File: config.mk
export PLATFORM = sky130hd
export DESIGN_NAME = apm_host
export DESIGN_NICKNAME = d
export VERILOG_FILES = /design/src/rtl/apm_pkg.sv /design/src/rtl/apm_sync.sv /design/src/rtl/apm_host.sv
export VERILOG_INCLUDE_DIRS = /design/src /design/src/rtl
export SDC_FILE = /design/constraint.sdc
export NUM_CORES = 1
export LEC_CHECK = 0
export CAP_MARGIN = 10
export CORE_MARGIN = 4
export CORE_UTILIZATION = 50
export DETAILED_ROUTE_END_ITERATION = 7
export DONT_BUFFER_PORTS = 1
export PLACE_DENSITY_LB_ADDON = 0.2
export SLEW_MARGIN = 25
export SYNTH_ARGS = -nofsm -noshare
export SYNTH_HDL_FRONTEND = slang
export SYNTH_SLANG_ARGS = --single-unit
File: constraint.sdc
create_clock -name MCLK -period 2.1 [get_ports MCLK]
set_clock_uncertainty 0.2 [all_clocks]
set_input_delay 0.315 -clock MCLK [delete_from_list [all_inputs] [get_ports MCLK]]
set_output_delay 0.315 -clock MCLK [all_outputs]
set_load 0.02 [all_outputs]
File: src/rtl/apm_host_defs.svh
// Purpose: timing and field constants for the page mapper host controller
// Assumes: clock MCLK at 100 MHz, period 10 ns
// Notes:   times in ns, cycle counts derived by rounding up
`ifndef APM_HOST_DEFS_SVH
`define APM_HOST_DEFS_SVH

`define APM_CLK_PERIOD_NS   10
`define APM_T_SETUP_NS      20
`define APM_T_STROBE_NS     75
`define APM_T_HOLD_NS       20
`define APM_T_READ_NS       75
`define APM_CYC(ns)         (((ns) + `APM_CLK_PERIOD_NS - 1) / `APM_CLK_PERIOD_NS)
`define APM_SETUP_CYC       `APM_CYC(`APM_T_SETUP_NS)
`define APM_STROBE_CYC      `APM_CYC(`APM_T_STROBE_NS)
`define APM_HOLD_CYC        `APM_CYC(`APM_T_HOLD_NS)
`define APM_READ_CYC        `APM_CYC(`APM_T_READ_NS)
`define APM_SYNC_CYC        3
`define APM_ENTRY_W         12
`define APM_INDEX_W         4
`define APM_PASS_LSB        8
`define APM_CNT_W           4

`endif

File: src/rtl/apm_pkg.sv
// Purpose: types for the page mapper host controller
// Assumes: used with apm_host_defs.svh
// Notes:   none
package apm_pkg;
    typedef enum logic [2:0] {
        ST_IDLE   = 3'b000,
        ST_SETUP  = 3'b001,
        ST_STROBE = 3'b010,
        ST_HOLD   = 3'b011,
        ST_READ   = 3'b100,
        ST_DONE   = 3'b101
    } apm_state_e;
endpackage

File: src/rtl/apm_sync.sv
// Purpose: three-flop input synchroniser
// Assumes: asynchronous input
// Notes:   change counts once second and third stages agree
`timescale 1ns/1ps
`default_nettype none
module apm_sync #(
    parameter int W = 1
) (
    input  wire logic         MCLK,
    input  wire logic         NRST,
    input  wire logic [W-1:0] d,
    output logic      [W-1:0] q
);
    if (W < 1) begin : g_bad_width
        $error("apm_sync: width must be at least one");
    end

    typedef struct packed {
        logic [W-1:0] s1;
        logic [W-1:0] s2;
        logic [W-1:0] s3;
        logic [W-1:0] q;
    } apm_sync_s;

    apm_sync_s    st_reg;
    apm_sync_s    st_next;
    logic [W-1:0] q_pick;

    // ---------------------------------------------------------------
    // per-bit agreement
    // ---------------------------------------------------------------
    for (genvar i = 0; i < W; i++) begin : g_bit
        assign q_pick[i] = (st_reg.s2[i] == st_reg.s3[i]) ? st_reg.s3[i] : st_reg.q[i];
    end

    always_comb begin
        st_next    = st_reg;
        st_next.s1 = d;
        st_next.s2 = st_reg.s1;
        st_next.s3 = st_reg.s2;
        st_next.q  = q_pick;
    end

    always_ff @(posedge MCLK or negedge NRST) begin
        if (!NRST) begin
            st_reg <= '0;
        end else begin
            st_reg <= st_next;
        end
    end
    assign q = st_reg.q;
endmodule // apm_sync
`default_nettype wire

File: src/rtl/apm_host.sv
// Purpose: host controller driving a page mapper through its pins
// Assumes: single clock MCLK 100 MHz, NRST async active low
// Notes:   user side takes one map access or one mapping setup at a time
// Contract
// - Select low: chosen entry read or written, direction from read_not_write.
// - Host sets select, direction, index before strobe; holds all after rise.
// - Host selects only the one mapper it accesses.
// - Host routes upper four CPU address bits to translate_index.
`timescale 1ns/1ps
`default_nettype none
`include "apm_host_defs.svh"
module apm_host
    import apm_pkg::*;
#(
    parameter int EW     = `APM_ENTRY_W,
    parameter int IW     = `APM_INDEX_W,
    parameter int CPU_AW = 16
) (
    input  wire logic            MCLK,
    input  wire logic            NRST,
    // user side
    input  wire logic            REQ_VALID,
    input  wire logic            REQ_WRITE,
    input  wire logic [IW-1:0]   REQ_INDEX,
    input  wire logic [EW-1:0]   REQ_WDATA,
    output logic                 REQ_READY,
    output logic                 RSP_VALID,
    output logic      [EW-1:0]   RSP_RDATA,
    input  wire logic            CPU_MAP_MODE,
    input  wire logic            CPU_OUT_EN,
    input  wire logic            CPU_LATCH_OPEN,
    input  wire logic [CPU_AW-1:0] CPU_ADDR,
    output logic      [CPU_AW-IW+EW-1:0] SYS_ADDR,
    // mapper pins
    output logic                 UNIT_SEL_N,
    output logic                 READ_NOT_WRITE,
    output logic                 STROBE_N,
    output logic      [IW-1:0]   IO_REGISTER_INDEX,
    output logic      [IW-1:0]   TRANSLATE_INDEX,
    output logic                 TRANSLATE_MODE_N,
    output logic                 OUTPUT_DRIVE_ENABLE_N,
    output logic                 OUTPUT_LATCH_TRANSPARENT,
    input  wire logic [EW-1:0]   DATA_IN,
    output logic      [EW-1:0]   DATA_OUT,
    output logic                 DATA_OE_N,
    input  wire logic [EW-1:0]   TRANSLATED_ADDRESS
);
    if (EW != `APM_ENTRY_W || IW != `APM_INDEX_W || CPU_AW <= IW) begin : g_bad_width
        $error("apm_host: unsupported widths");
    end

    // ---------------------------------------------------------------
    // state
    // ---------------------------------------------------------------
    typedef struct packed {
        apm_state_e                st;
        logic [`APM_CNT_W-1:0]     cnt;
        logic                      wr;
        logic [IW-1:0]             idx;
        logic [EW-1:0]             wdata;
        logic [EW-1:0]             rdata;
        logic                      rsp;
        logic                      sel_n;
        logic                      rnw;
        logic                      stb_n;
        logic                      oe_n;
        logic [CPU_AW-IW-1:0]      low_addr;
        logic [IW-1:0]             tidx;
        logic                      mm_n;
        logic                      me_n;
        logic                      lat;
    } apm_host_s;

    apm_host_s s_reg;
    apm_host_s s_next;
    logic [EW-1:0] din_sync;

    apm_sync #(.W(EW)) u_din_sync (
        .MCLK (MCLK),
        .NRST (NRST),
        .d    (DATA_IN),
        .q    (din_sync)
    );

    // ---------------------------------------------------------------
    // sequencer
    // ---------------------------------------------------------------
    always_comb begin
        s_next     = s_reg;
        s_next.rsp = 1'b0;
        // mapping drive follows cpu side in every state
        s_next.tidx     = CPU_ADDR[CPU_AW-1 -: IW];
        s_next.low_addr = CPU_ADDR[CPU_AW-IW-1:0];
        s_next.mm_n     = ~CPU_MAP_MODE;
        s_next.me_n     = ~CPU_OUT_EN;
        s_next.lat      = CPU_LATCH_OPEN;
        case (s_reg.st)
            ST_IDLE: begin
                if (REQ_VALID) begin
                    s_next.wr    = REQ_WRITE;
                    s_next.idx   = REQ_INDEX;
                    s_next.wdata = REQ_WDATA;
                    s_next.sel_n = 1'b0;
                    s_next.rnw   = ~REQ_WRITE;
                    s_next.oe_n  = ~REQ_WRITE;
                    s_next.cnt   = `APM_CNT_W'(`APM_SETUP_CYC - 1);
                    s_next.st    = REQ_WRITE ? ST_SETUP : ST_READ;
                    if (!REQ_WRITE) begin
                        s_next.cnt = `APM_CNT_W'(`APM_READ_CYC + `APM_SYNC_CYC);
                    end
                end
            end
            ST_SETUP: begin
                if (s_reg.cnt == '0) begin
                    s_next.stb_n = 1'b0;
                    s_next.cnt   = `APM_CNT_W'(`APM_STROBE_CYC - 1);
                    s_next.st    = ST_STROBE;
                end else begin
                    s_next.cnt = s_reg.cnt - 1'b1;
                end
            end
            ST_STROBE: begin
                if (s_reg.cnt == '0) begin
                    s_next.stb_n = 1'b1;
                    s_next.cnt   = `APM_CNT_W'(`APM_HOLD_CYC - 1);
                    s_next.st    = ST_HOLD;
                end else begin
                    s_next.cnt = s_reg.cnt - 1'b1;
                end
            end
            ST_HOLD: begin
                if (s_reg.cnt == '0) begin
                    s_next.st = ST_DONE;
                end else begin
                    s_next.cnt = s_reg.cnt - 1'b1;
                end
            end
            ST_READ: begin
                // wait access time plus synchroniser latency
                if (s_reg.cnt == '0) begin
                    s_next.rdata = din_sync;
                    s_next.st    = ST_DONE;
                end else begin
                    s_next.cnt = s_reg.cnt - 1'b1;
                end
            end
            ST_DONE: begin
                s_next.sel_n = 1'b1;
                s_next.rnw   = 1'b1;
                s_next.oe_n  = 1'b1;
                s_next.rsp   = 1'b1;
                s_next.st    = ST_IDLE;
            end
            default: begin
                s_next.st = ST_IDLE;
            end
        endcase
    end

    always_ff @(posedge MCLK or negedge NRST) begin
        if (!NRST) begin
            s_reg       <= '0;
            s_reg.st    <= ST_IDLE;
            s_reg.sel_n <= 1'b1;
            s_reg.rnw   <= 1'b1;
            s_reg.stb_n <= 1'b1;
            s_reg.oe_n  <= 1'b1;
            s_reg.mm_n  <= 1'b1;
            s_reg.me_n  <= 1'b1;
        end else begin
            s_reg <= s_next;
        end
    end

    // ---------------------------------------------------------------
    // outputs
    // ---------------------------------------------------------------
    assign REQ_READY                = (s_reg.st == ST_IDLE);
    assign RSP_VALID                = s_reg.rsp;
    assign RSP_RDATA                = s_reg.rdata;
    assign UNIT_SEL_N               = s_reg.sel_n;
    assign READ_NOT_WRITE           = s_reg.rnw;
    assign STROBE_N                 = s_reg.stb_n;
    assign IO_REGISTER_INDEX        = s_reg.idx;
    assign DATA_OUT                 = s_reg.wdata;
    assign DATA_OE_N                = s_reg.oe_n;
    assign TRANSLATE_INDEX          = s_reg.tidx;
    assign TRANSLATE_MODE_N         = s_reg.mm_n;
    assign OUTPUT_DRIVE_ENABLE_N    = s_reg.me_n;
    assign OUTPUT_LATCH_TRANSPARENT = s_reg.lat;
    assign SYS_ADDR                 = {TRANSLATED_ADDRESS, s_reg.low_addr};
endmodule // apm_host
`default_nettype wire

# [Word level (Yosys, flattened, before mapping)]
# Cells that the tools add are included.
[totals] output_inout_bits=65 ff_bits=108 in_bits=63 wordCells=88
[classes] mux=19 eq_ne=22 bitwise_logic=3 reduce_logical=12 n_addsub=1
[op_table] cell="24-bit 2-to-1 mux" count=1
[op_table] cell="4-bit 2-to-1 mux" count=4
[op_table] cell="4-bit case mux with 4 select lines" count=1
[op_table] cell="1-bit equality test" count=12
[op_table] cell="3-bit 2-to-1 mux" count=4
[op_table] cell="3-bit case mux with 4 select lines" count=1
[op_table] cell="2-bit inequality test (second input constant)" count=4
[op_table] cell="3-bit by 2-bit equality test with 1-bit output (second input constant)" count=2
[op_table] cell="3-bit equality test (second input constant)" count=2
[op_table] cell="2-bit AND reduction" count=3
[op_table] cell="3-bit AND reduction" count=2
[op_table] cell="4-bit zero test" count=1
[op_table] cell="1-bit 2-to-1 mux" count=4
[op_table] cell="1-bit case mux with 2 select lines" count=2
[op_table] cell="2-bit case mux with 2 select lines" count=1
[op_table] cell="4-bit AND reduction" count=1
[op_table] cell="2-bit nonzero test" count=2
[op_table] cell="4-bit nonzero test" count=1
[op_table] cell="4-bit by 1-bit subtractor with 4-bit output (second input constant)" count=1
[op_table] cell="3-bit by 1-bit equality test with 1-bit output (second input constant)" count=1
[op_table] cell="3-bit zero test" count=1
[op_table] cell="1-bit NOT" count=3
[op_table] cell="2-bit 2-to-1 mux" count=1
[op_table] cell="2-bit by 1-bit inequality test with 1-bit output (second input constant)" count=1
[op_table] cell="2-bit OR reduction" count=1

# [Longest topological paths before layout]
[logic_depth] ltp_word=4 depth_mapped=7 mapped_depth_nobuf=6

# [By module]
# A second synthesis with hierarchy kept.
[unflattened] cells_unflattened=333 area_unflattened_um2=4169.0
[by_module_without_submodules] module="apm_host" seq_area_each_um2=1457.6 cells_each=261 instances=1 area_each_um2=2742.6
[by_module_without_submodules] module="apm_sync" seq_area_each_um2=1201.2 cells_each=72 instances=1 area_each_um2=1426.4

# [Worst setup path after synthesis]
# No wires, ideal clock.
[synth_timing] path_kind="register to register" from="reg s_reg[53] in the netlist's numbering" to="reg s_reg[54] in the netlist's numbering" required_ns=1.775 synth_period_minus_slack_ns=1.943 n_path_buf=1 path_slack_ns=0.157 arrival_time_ns=1.618 setup_ns=0.125 stages_incl_launch_ff=8 cell_sequence="dfrtp_1 > inv_1 > ha_1 > or3b_1 > buf_2 > o21ai_2 > a32oi_1 > mux2_4"
[synth_via] elab_chain_cells=3 elab_cells_between_ends=8 cone_classes="1 x add/sub; 1 x eq/ne; 4 x mux; 2 x reduce/logical"
[synth_rtl] element="start: declaration" line="apm_host.sv:74" text="apm_host_s s_reg;"
[synth_rtl] element="start signal: assignment" line="apm_host.sv:171" text="s_reg <= s_next;"
[synth_rtl] element="4-bit by 1-bit subtractor with 4-bit output or 4-bit zero test (tied branches)"
[synth_rtl] element="4-bit 2-to-1 mux, or another cell as far along" line="apm_host.sv:132, apm_host.sv:140"
[synth_rtl] element="4-bit case mux with 4 select lines or 3-bit AND reduction (tied branches)"
# Several ways; a longest one is shown, not always the timed one. The select of a mux whose other input is x is not followed.
# A chain may end at the register's enable or synchronous reset.

# [Worst setup path in the final report]
[layout_timing] from="reg s_reg[54] in the netlist's numbering" to="reg s_reg[54] in the netlist's numbering"
# The elaborated chain is that of the path after synthesis.

==> run summary <==
Post-DRT Antenna Nets = 0
diode count = 0
worst min-delay path class = in -> async
DRC violations left = 0
hpwl dp = 4849 um
clock sink count = 106
reg-to-reg critical path startpoint = s_reg[54]
# IOs = 128
DR vias = 2,160
H-tree levels = 3
Yosys reg bits = 106
GRT Overall Usage = 15.20%
Rows = 32
CTS tree = done
Tmin final = 1.945 ns
Mean Syn Cell Area = 12.55 um2
R2R cell count = 6
Synth async-reset ratio = 100.0%
post-placement cell area = 3837 um2
reg2reg end = s_reg[54]
Slew Limit Fails = 0
GRT overflow = 0
CP Class = reg -> reg
Starting Density = 52.51%
latest clock arrival within the worst-skew pair = 0.35 ns
Post-synth EDFFs = 0
initial antenna violation count = 0
LEAKAGE = 2.042 nW
Filler Cells Inserted = 643
CP arrival = 1.99 ns
post-synthesis sequential area ratio = 64.20%
Yosys warning count = 0
first-pass GRT wire length = 11,800 um
Worst Setup Start Kind = flop
Area growth syn-to-layout = 9.003%
fraction of layout cells with a size suffix above 1 = 12.91%
DR pass1 iterations = 4
Distinct cells, synth = 49
routed len/inst = 16.64 um
postcts setup bufs = 0
mapped cell area = 4141 um2
root buffer cell = clkbuf_8
ys flop type = dfrtp_1
width of the die = 99.01 um
die area = 9803 um2
Power, Total = 5.861 mW
hold_ws = -0.5623 ns
core area = 7888 um2
unrepaired setup endpoints after global routing = no
largest net degree at the start of global routing = 107
Achievable Freq = 514.1 MHz
R2R setup slack = 0.15 ns
Slew @ Worst Pin = 0.6327 ns
Max clock buf depth = 2
worst vdd ir = 645.5 uV
slew margin rel. = 57.72%
CP endpoint kind = flop
number of global-route vias before repair = 2,295
vias per cell = 4.966
sequential cell area = 2659 um2
NumNets Final = 393
CP Max Fanout = 8
Reg clk slew, reported paths = 0.11 ns
Tcrit/Tclk final = 92.62%
post-cts hold buffer count = 48
multi-input gate area in the final layout = 952.2 um2
Setup TNS = 0 ns
Port Buf Inserts = 0
WL final = 7240 um
pwr dens = 1298 nW/um2
Largest register FFs = 24
max_cap viols = 0
post-route design area = 4514 um2
clock buffer count from CTS = 9
post-synthesis cell count = 330
syn nets = 395
DRT iter0 DRCs = 55
endpoints failing setup = 0
RD Place Congestion = 0.8363
status = finished with violations
failing checks = hold timing
height of the die = 99.01 um
Crit path required time = 2.15 ns
final hold viol count = 106
-- per-stage QoR --
stage / cells / util, % / worst slack [ns]
global route: 435 / 57.23 / 0.02551
floorplan: 330 / - / 0.1567
finish: 435 / 57.23 / 0.1549
global placement: 371 / 48.65 / 0.1205
detailed placement: 371 / 48.65 / 0.09259
CTS: 435 / 57.20 / 0.07368
-- worst max-delay path, stage by stage (launching register included) --
cell and delay (ns):
dfrtp_1 0.42, inv_1 0.09, ha_1 0.19, or3b_4 0.45, o21ai_2 0.12, a32oi_1 0.10, mux2_4 0.28
-- worst max path at each step --
stage | cells past startpoint | endpoint | slack [ns] | start
final | 6 | s_reg[54] | 0.15 | s_reg[54]
after detailed placement | 6 | s_reg[54] | 0.09 | s_reg[54]
after floorplan | 7 | s_reg[54] | 0.16 | s_reg[53]
after CTS | 6 | s_reg[54] | 0.07 | s_reg[54]
after global placement | 6 | s_reg[54] | 0.12 | s_reg[54]
after global routing | 7 | s_reg[54] | 0.03 | s_reg[54]
-- power breakdown --
group | internal (mW) | total, mW | switching [mW]
logic | 0.662 | 1.38 | 0.716
registers | 2.50 | 3.29 | 0.786
clock network | 0.489 | 1.20 | 0.706
-- synth_stat cells (3+ instances only) --
cell	instances	area (um2)
a21oi_1	5	25.02
buf_2	9	45.04
buf_4	58	435.4
dfrtp_1	101	2527
dfstp_2	5	131.4
inv_1	9	33.78
maj3_1	12	120.1
mux2_1	10	112.6
nand2_1	57	214.0
nor2_1	5	18.77
nor3_1	4	20.02
o21ai_0	7	35.03
o31ai_1	3	22.52
-- cell type report --
type	instances	share of cell area [%]
well taps	102	2.827
repair buffers	57	12.14
inverters	9	0.7483
multi-input cells	145	21.09
clock inverters	6	1.247
clock buffers	10	3.049
flip-flops and latches	106	58.90
-- cells by family after synthesis --
logic type | synth area share (%)
DFF | 64.20
muxes | 3.867
AOI/OAI and AO/OA | 5.982
xor gates and xnor gates | 0.2115
buffers and inverters | 12.87
and+or+nand+nor | 9.366
adders and majority gates | 3.505
-- routing by layer --
layer	GRT usage, %	share of wire, %	vias up
met4	5.777	1.4	0
li1	-	-	1027
met5	0	0	-
met1	19.14	42	1044
met3	5.166	6.3	14
met2	24.33	50	75
-- cell usage in the layout, fill, tap and decap left out, types with 2 or more instances in the layout --
master	n
o21a_1	2
o31a_1	2
clkbuf_8	10
dfrtp_1	101
nand3_1	2
ha_1	2
o31ai_1	3
maj3_1	12
mux2_2	2
dfstp_2	5
a21oi_1	5
inv_8	2
mux2_1	10
nor3_1	4
nand3_2	2
o21ai_0	7
a211oi_1	2
dlygate4sd3_1	48
o211ai_1	2
buf_4	9
clkinv_4	2
nor2_1	5
nand2_1	57
a32oi_1	2
inv_1	9
-- repair_timing --
action / in CTS / in global routing
endpoints found under the setup margin: 0 / 1
resized for setup: 0 / 1
endpoints found under the hold margin: 154 / 106
Note: power is estimated with default switching activity, not from simulation.
